### config.mk
export PLATFORM = sky130hd
export DESIGN_NAME = rid_decoder
export DESIGN_NICKNAME = d
export VERILOG_FILES = /design/src/rtl/rid_pkg.sv /design/src/rtl/rid_field_split.sv /design/src/rtl/rid_decoder.sv
export SDC_FILE = /design/constraint.sdc
export NUM_CORES = 1
export LEC_CHECK = 0
export BUFFER_PORTS_ARGS = -buffer_cell sky130_fd_sc_hd__clkbuf_2
export CORE_ASPECT_RATIO = 2
export CORE_UTILIZATION = 57
export DETAILED_ROUTE_END_ITERATION = 12
export GPL_ROUTABILITY_DRIVEN = 1
export PLACE_DENSITY = 0.85
export SYNTH_ARGS = -nofsm -noshare
export SYNTH_HDL_FRONTEND = slang
export SYNTH_HIERARCHICAL = 1
export SYNTH_SLANG_ARGS = --single-unit
### constraint.sdc
create_clock -name clk -period 3.3 [get_ports clk]
set_clock_uncertainty 0.05 [all_clocks]
set_input_delay 0.33 -clock clk [delete_from_list [all_inputs] [get_ports clk]]
set_output_delay 0.33 -clock clk [all_outputs]
set_load 0.02 [all_outputs]
### src/rtl/rid_pkg.sv
// Package for the 14-bit instruction decoder: field layout, opcodes, types.
// Assumes a single 200 MHz core clock; no software registers.
package rid_pkg;
	// Field positions
	localparam int unsigned OP_HI = 13;
	localparam int unsigned DEST_BIT = 7;
	localparam int unsigned FILE_HI = 6;
	localparam int unsigned BITPOS_HI = 9;
	localparam int unsigned BITPOS_LO = 7;
	localparam int unsigned LIT8_HI = 7;
	localparam int unsigned LIT11_HI = 10;
	// Timing: last phase of the four-period instruction cycle
	localparam logic [1:0] PHASE_LAST = 2'h3;
	// Reset values
	localparam logic [13:0] WORD_RESET = 14'h0000;
	// Special file indexes
	localparam logic [6:0] FILE_TIMER0 = 7'h01;
	localparam logic [6:0] FILE_IP_LOW = 7'h02;
	localparam logic [6:0] FILE_PORT_A = 7'h05;
	localparam logic [6:0] FILE_PORT_LAST = 7'h09;

	typedef enum logic [1:0] {
		RID_GRP_BYTE,
		RID_GRP_BIT,
		RID_GRP_LIT
	} rid_group_e;

	typedef enum logic [4:0] {
		RID_NOP, RID_MOVWF, RID_CLR, RID_SUBWF, RID_DECF, RID_IORWF,
		RID_ANDWF, RID_XORWF, RID_ADDWF, RID_MOVF, RID_COMF, RID_INCF,
		RID_DECFSZ, RID_RRF, RID_RLF, RID_SWAPF, RID_INCFSZ,
		RID_BCF, RID_BSF, RID_BTFSC, RID_BTFSS,
		RID_CALL, RID_GOTO, RID_MOVLW, RID_RETLW, RID_IORLW, RID_ANDLW,
		RID_XORLW, RID_SUBLW, RID_ADDLW, RID_RET, RID_MISC
	} rid_op_e;

	typedef struct packed {
		rid_group_e group;
		rid_op_e op;
		logic to_file;
		logic [6:0] file_idx;
		logic [2:0] bit_pos;
		logic [7:0] lit8;
		logic [10:0] lit11;
		logic changes_ip;
		logic cond_test;
		logic writes_file;
		logic src_from_pins;
		logic clr_prescale;
	} rid_dec_s;
endpackage : rid_pkg

### src/rtl/rid_field_split.sv
// Combinational splitter: one 14-bit word into group, operation and fields.
// Assumes the word is stable for the cycle; no state inside.
`timescale 1ns/10ps
module rid_field_split
	import rid_pkg::*;
(
	// Instruction in
	input wire logic [13:0] word,
	// Decoded fields out
	output rid_dec_s dec
);
	// Byte-group opcode map, indexed by bits 11:8
	function automatic rid_op_e byte_op(input logic [3:0] c);
		unique case (c)
			4'h0: byte_op = RID_MOVWF;
			4'h1: byte_op = RID_CLR;
			4'h2: byte_op = RID_SUBWF;
			4'h3: byte_op = RID_DECF;
			4'h4: byte_op = RID_IORWF;
			4'h5: byte_op = RID_ANDWF;
			4'h6: byte_op = RID_XORWF;
			4'h7: byte_op = RID_ADDWF;
			4'h8: byte_op = RID_MOVF;
			4'h9: byte_op = RID_COMF;
			4'hA: byte_op = RID_INCF;
			4'hB: byte_op = RID_DECFSZ;
			4'hC: byte_op = RID_RRF;
			4'hD: byte_op = RID_RLF;
			4'hE: byte_op = RID_SWAPF;
			4'hF: byte_op = RID_INCFSZ;
		endcase
	endfunction : byte_op

	// Classification and field extraction; fields a group does not carry
	// stay zero; only the file_idx of NOP and RET still carries the don't-care bits 6:5
	always_comb begin
		dec = '0;
		unique case (word[OP_HI:OP_HI-1]) // RULE_01 RULE_02
			2'h0: begin
				dec.group = RID_GRP_BYTE;
				dec.op = byte_op(word[11:8]);
				dec.file_idx = word[FILE_HI:0]; // RULE_04 RULE_12
				dec.to_file = word[DEST_BIT]; // RULE_03 RULE_12
				if (word[11:8] == 4'h0 && !word[DEST_BIT]) begin
					// Don't-care bits 6:5 are masked out
					if (word[3:0] == 4'h8 || word[3:0] == 4'h9)
						dec.op = RID_RET; // RULE_07
					else if (word[4:0] == 5'h00)
						dec.op = RID_NOP; // RULE_07
					else
						dec.op = RID_MISC;
				end
			end
			2'h1: begin
				dec.group = RID_GRP_BIT;
				dec.file_idx = word[FILE_HI:0]; // RULE_04
				dec.bit_pos = word[BITPOS_HI:BITPOS_LO]; // RULE_05 RULE_12
				unique case (word[11:10])
					2'h0: dec.op = RID_BCF;
					2'h1: dec.op = RID_BSF;
					2'h2: dec.op = RID_BTFSC;
					2'h3: dec.op = RID_BTFSS;
				endcase
			end
			2'h2: begin
				dec.group = RID_GRP_LIT;
				dec.op = word[11] ? RID_GOTO : RID_CALL;
				dec.lit8 = word[LIT8_HI:0];
				dec.lit11 = word[LIT11_HI:0]; // RULE_06
			end
			2'h3: begin
				dec.group = RID_GRP_LIT;
				dec.lit8 = word[LIT8_HI:0]; // RULE_06
				// Bits marked don't care never steer the choice
				unique casez (word[11:8]) // RULE_07
					4'b00??: dec.op = RID_MOVLW;
					4'b01??: dec.op = RID_RETLW;
					4'b1000: dec.op = RID_IORLW;
					4'b1001: dec.op = RID_ANDLW;
					4'b1010: dec.op = RID_XORLW;
					4'b1011: dec.op = RID_MISC;
					4'b110?: dec.op = RID_SUBLW;
					4'b111?: dec.op = RID_ADDLW;
				endcase
			end
		endcase
	end
endmodule : rid_field_split

### src/rtl/rid_decoder.sv
// Top of the 14-bit instruction decoder with instruction-cycle sequencer.
// Assumes the fetch path presents a word each instruction cycle and the
// datapath returns the skip condition and prescaler assignment by phase 3.
// Overview of operation
// RULE_01: Each instruction is one 14-bit word split into opcode and operands.
// RULE_02: Words are sorted into byte, bit or literal/control groups.
// RULE_03: In byte operations a 0 destination bit targets the accumulator.
// RULE_04: The register index selects file registers 0x00 to 0x7F.
// RULE_05: In bit operations the bit position picks one bit of the register.
// RULE_06: Literal operations carry an 8-bit datum or an 11-bit target.
// RULE_07: Don't-care bit positions never change the decoded result; NOP and RET still pass bits 6:5 on in file_idx.
// RULE_08: One cycle per instruction, two when a skip hits or the pointer moves.
// RULE_09: Each instruction cycle spans exactly four clock periods.
// RULE_10: Read-modify-write of a port reads the pin levels, not the latch.
// RULE_11: Any write to the timer zero count clears its assigned prescaler.
// RULE_12: Opcode in 13:8, destination bit 7, index 6:0, bit position 9:7.
`timescale 1ns/10ps
module rid_decoder
	import rid_pkg::*;
(
	// Clock and reset
	input wire logic clk,
	input wire logic rst_n,
	// Fetch side
	input wire logic [13:0] fetch_word,
	output logic fetch_take,
	// Execute side feedback
	input wire logic skip_true,
	input wire logic prescale_on_timer,
	// Execute side outputs
	output rid_dec_s dec_out,
	output logic exec_valid,
	output logic flush_cycle,
	output logic [1:0] phase
);
	typedef enum logic [0:0] {
		RID_ST_EXEC,
		RID_ST_FLUSH
	} rid_state_e;

	rid_dec_s split;
	rid_dec_s dec_d, dec_q;
	rid_state_e state_d, state_q;
	logic [1:0] phase_d, phase_q;
	logic take_d, take_q;
	logic valid_d, valid_q;
	logic flush_d, flush_q;

	rid_field_split u_split (
		.word(fetch_word),
		.dec(split)
	);

	// True for any operation that stores into a file register; a clear
	// with the destination bit low only targets the accumulator
	function automatic logic file_write(input rid_dec_s d);
		file_write = (d.group == RID_GRP_BIT &&
			(d.op == RID_BCF || d.op == RID_BSF)) ||
			(d.group == RID_GRP_BYTE && d.to_file); // RULE_03
	endfunction : file_write

	// Sequencer: four phases per cycle, extra NOP cycle on branch or skip
	always_comb begin
		phase_d = phase_q + 2'h1; // RULE_09
		state_d = state_q;
		dec_d = dec_q;
		take_d = 1'b0;
		valid_d = valid_q;
		flush_d = flush_q;
		if (phase_q == PHASE_LAST) begin
			take_d = 1'b1;
			unique case (state_q)
				RID_ST_EXEC: begin
					// Decision on the word executed in this cycle
					if (dec_q.changes_ip || (dec_q.cond_test && skip_true))
						state_d = RID_ST_FLUSH; // RULE_08
				end
				RID_ST_FLUSH: state_d = RID_ST_EXEC;
			endcase
			if (state_d == RID_ST_FLUSH) begin
				dec_d = '0; // RULE_08
				dec_d.op = RID_NOP;
				valid_d = 1'b0;
				flush_d = 1'b1;
			end else begin
				dec_d = split;
				dec_d.changes_ip = split.op == RID_CALL ||
					split.op == RID_GOTO || split.op == RID_RETLW ||
					split.op == RID_RET ||
					(file_write(split) && split.file_idx == FILE_IP_LOW);
				dec_d.cond_test = split.op == RID_DECFSZ ||
					split.op == RID_INCFSZ || split.op == RID_BTFSC ||
					split.op == RID_BTFSS; // RULE_08
				dec_d.writes_file = file_write(split);
				// Port read-modify-write takes the pins as source
				dec_d.src_from_pins = file_write(split) &&
					split.op != RID_MOVWF && split.op != RID_CLR &&
					split.file_idx >= FILE_PORT_A &&
					split.file_idx <= FILE_PORT_LAST; // RULE_10
				// Prescaler assignment is sampled at phase 3 of decode
				dec_d.clr_prescale = file_write(split) &&
					split.file_idx == FILE_TIMER0 &&
					prescale_on_timer; // RULE_11
				valid_d = 1'b1;
				flush_d = 1'b0;
			end
		end
	end

	// Sequencer registers
	always_ff @(posedge clk or negedge rst_n) begin
		if (!rst_n) begin
			phase_q <= 2'h0;
			state_q <= RID_ST_EXEC;
			dec_q <= '0;
			take_q <= 1'b0;
			valid_q <= 1'b0;
			flush_q <= 1'b0;
		end else begin
			phase_q <= phase_d;
			state_q <= state_d;
			dec_q <= dec_d;
			take_q <= take_d;
			valid_q <= valid_d;
			flush_q <= flush_d;
		end
	end

	assign dec_out = dec_q;
	assign exec_valid = valid_q;
	assign flush_cycle = flush_q;
	assign phase = phase_q;
	assign fetch_take = take_q;
endmodule : rid_decoder

==> metrics.txt <==
hold buffer count at CTS 0; initial core utilization 0.597; power per standard cell area 491 mW/mm2; Num CTS Buffers 5; Net Sw Power 434 uW; endpoints failing hold 0; switch share 0.304; setup ws final 580 ps; Final GP Congestion 0.846; Die Width 48.3 um; area occupied by multi-input gates 0.00115 mm2; total gr overflow 0; Skew-Pair Late Insertion Delay 310 ps; clock slew at reported path FFs 90 ps; Max Freq 368 MHz; ANT cells 0; unrepaired setup endpoints after global routing false; critical path arrival 2880 ps; post-layout min period 2720 ps; CP Capture Type flip-flop; critical setup path kind primary input to flip-flop; Worst R2R Setup Slack 1340 ps; relative slew slack 0.260; clock power share 0.295; Slew @ Worst Pin 1110 ps; ratio of cells with drive above 1 in the final layout 0.281; Setup violations, final 0; final period utilization 0.824; Area Growth Syn to Fin 19.4%; pre-CTS setup slack 268 ps; row cnt 33; Flop pwr share 0.472; Max Cap Violations 0; post-CTS setup buffers 0; die area 0.00456 mm2; Mapped Area 0.00244 mm2; nets 319; type of origin of the critical path primary input; post-CTS resize count 0; crit-path max FO 7; clock sinks 47; clk buf depth 2; internal power 996 uW; Post-Syn Area per Cell 10.6 um2; via count 2,028; number of global-route vias before repair 1,962; Die H 94.5 um; VDD IR max 0.319 mV; DPL Wire Length 4.47 mm; CTS H-Tree Depth 2; DRC viols 0; DRT antenna net count 0; setup tns final 0 ps; HP Class primary input to asynchronous set/reset pin; Synth Instances 229; Logic pwr share 0.233; Reg area 0.00118 mm2; Clock Root Buffer clkbuf_8; port bufs 64; gr usage total 0.284; initial DRC count 61; DR WL/cell 17.0 um; Routed WL 5.86 mm; Slew Viols, Final 0; largest net degree at the start of global routing 48; Vias/cell 5.90; first-pass GRT wire length 9.10 mm; DRT Pass-1 Iters 4; I/O pin count 65; Required @ worst endpoint 3460 ps; Post-Synthesis Net Count 257; Core Footprint 0.00409 mm2; outcome complete, no violations; Layout fillers 343; CTS tree yes; initial antenna violation count 0; Syn. warnings 6; Lkg Pwr 0.00149 uW
==> flip-flops by register name, summed over array words and instances, names as in the netlist <==
signal / cells
dec_out: 42
phase: 2
exec_valid: 1
fetch_take: 1
flush_cycle: 1
==> layer usage <==
layer	global-route usage	up-vias	share of wire
met5	0	-	0
met4	0.134	0	0.028
met3	0.0535	15	0.039
met2	0.486	68	0.56
met1	0.312	981	0.37
li1	-	964	-
==> path summary, 6_finish.rpt <==
path                                          from                 endpoint  cells after the start
worst min-delay path                         rst_n   exec_valid$_DFFE_PN0P_                      1
min in group clk                 prescale_on_timer   dec_out[0]$_DFFE_PN0P_                      3
max in group asynchronous                    rst_n  dec_out[22]$_DFFE_PN0P_                      1
worst max-delay path                 fetch_word[8]   dec_out[1]$_DFFE_PN0P_                     11
worst min register to register  phase[0]$_DFF_PN0_       phase[0]$_DFF_PN0_                      1
worst max register to register  phase[0]$_DFF_PN0_  dec_out[23]$_DFFE_PN0P_                      4
==> layout make-up <==
class,count,share of cell area
clock inverters,3,0.0150
clock buffers,5,0.0236
repair buffers,69,0.123
multi-input cells,154,0.394
flip-flops and latches,47,0.404
inverters,14,0.0180
well taps,52,0.0223
==> per-stage QoR <==
stage          std cells  total power [uW]   util  hold slack [ps]  area, um2
2_1_floorplan        229               894      -            -15.6       2440
3_3_place_gp         336              1010  0.685              393       2800
3_5_place_dp         336              1020  0.685              406       2800
4_1_cts              344              1440  0.712              205       2910
5_1_grt              344              1490  0.712              258       2910
6_report             344              1430  0.712              162       2910
==> worst max-delay path, stage by stage <==
cell and delay, ps:
clkbuf_2 120, inv_1 130, ha_1 270, nand3b_4 130, a21oi_1 250, a2111oi_0 130, a311oi_1 550, xor2_1 240
a21oi_1 90, or3_4 360, o32ai_1 270
==> power groups by stage <==
| stage | clock (uW) | combinational, uW | sequential, uW |
|---|---|---|---|
| 5_1_grt | 448 | 363 | 683 |
| 6_report | 422 | 333 | 675 |
| 3_5_place_dp | 0 | 334 | 688 |
| 3_3_place_gp | 0 | 327 | 684 |
| 2_1_floorplan | 0 | 138 | 756 |
| 4_1_cts | 427 | 335 | 676 |
==> cells in the final DEF, fill, tap and decap left out, types with 2 or more instances in the layout <==
master and n:
nor3_1 2, nor3b_1 3, o31ai_1 2, and2_1 17
o21ai_0 5, or3_1 3, a21oi_1 7, clkbuf_2 64
ha_1 10, a21o_1 2, a22o_1 39, clkbuf_8 5
nand2_1 6, buf_4 5, a41oi_1 2, nor2b_1 12
o32ai_1 2, dfrtp_1 47, inv_1 14, nor2_1 13
nand3_1 5
No activity file was read; power rests on OpenSTA's default activity.
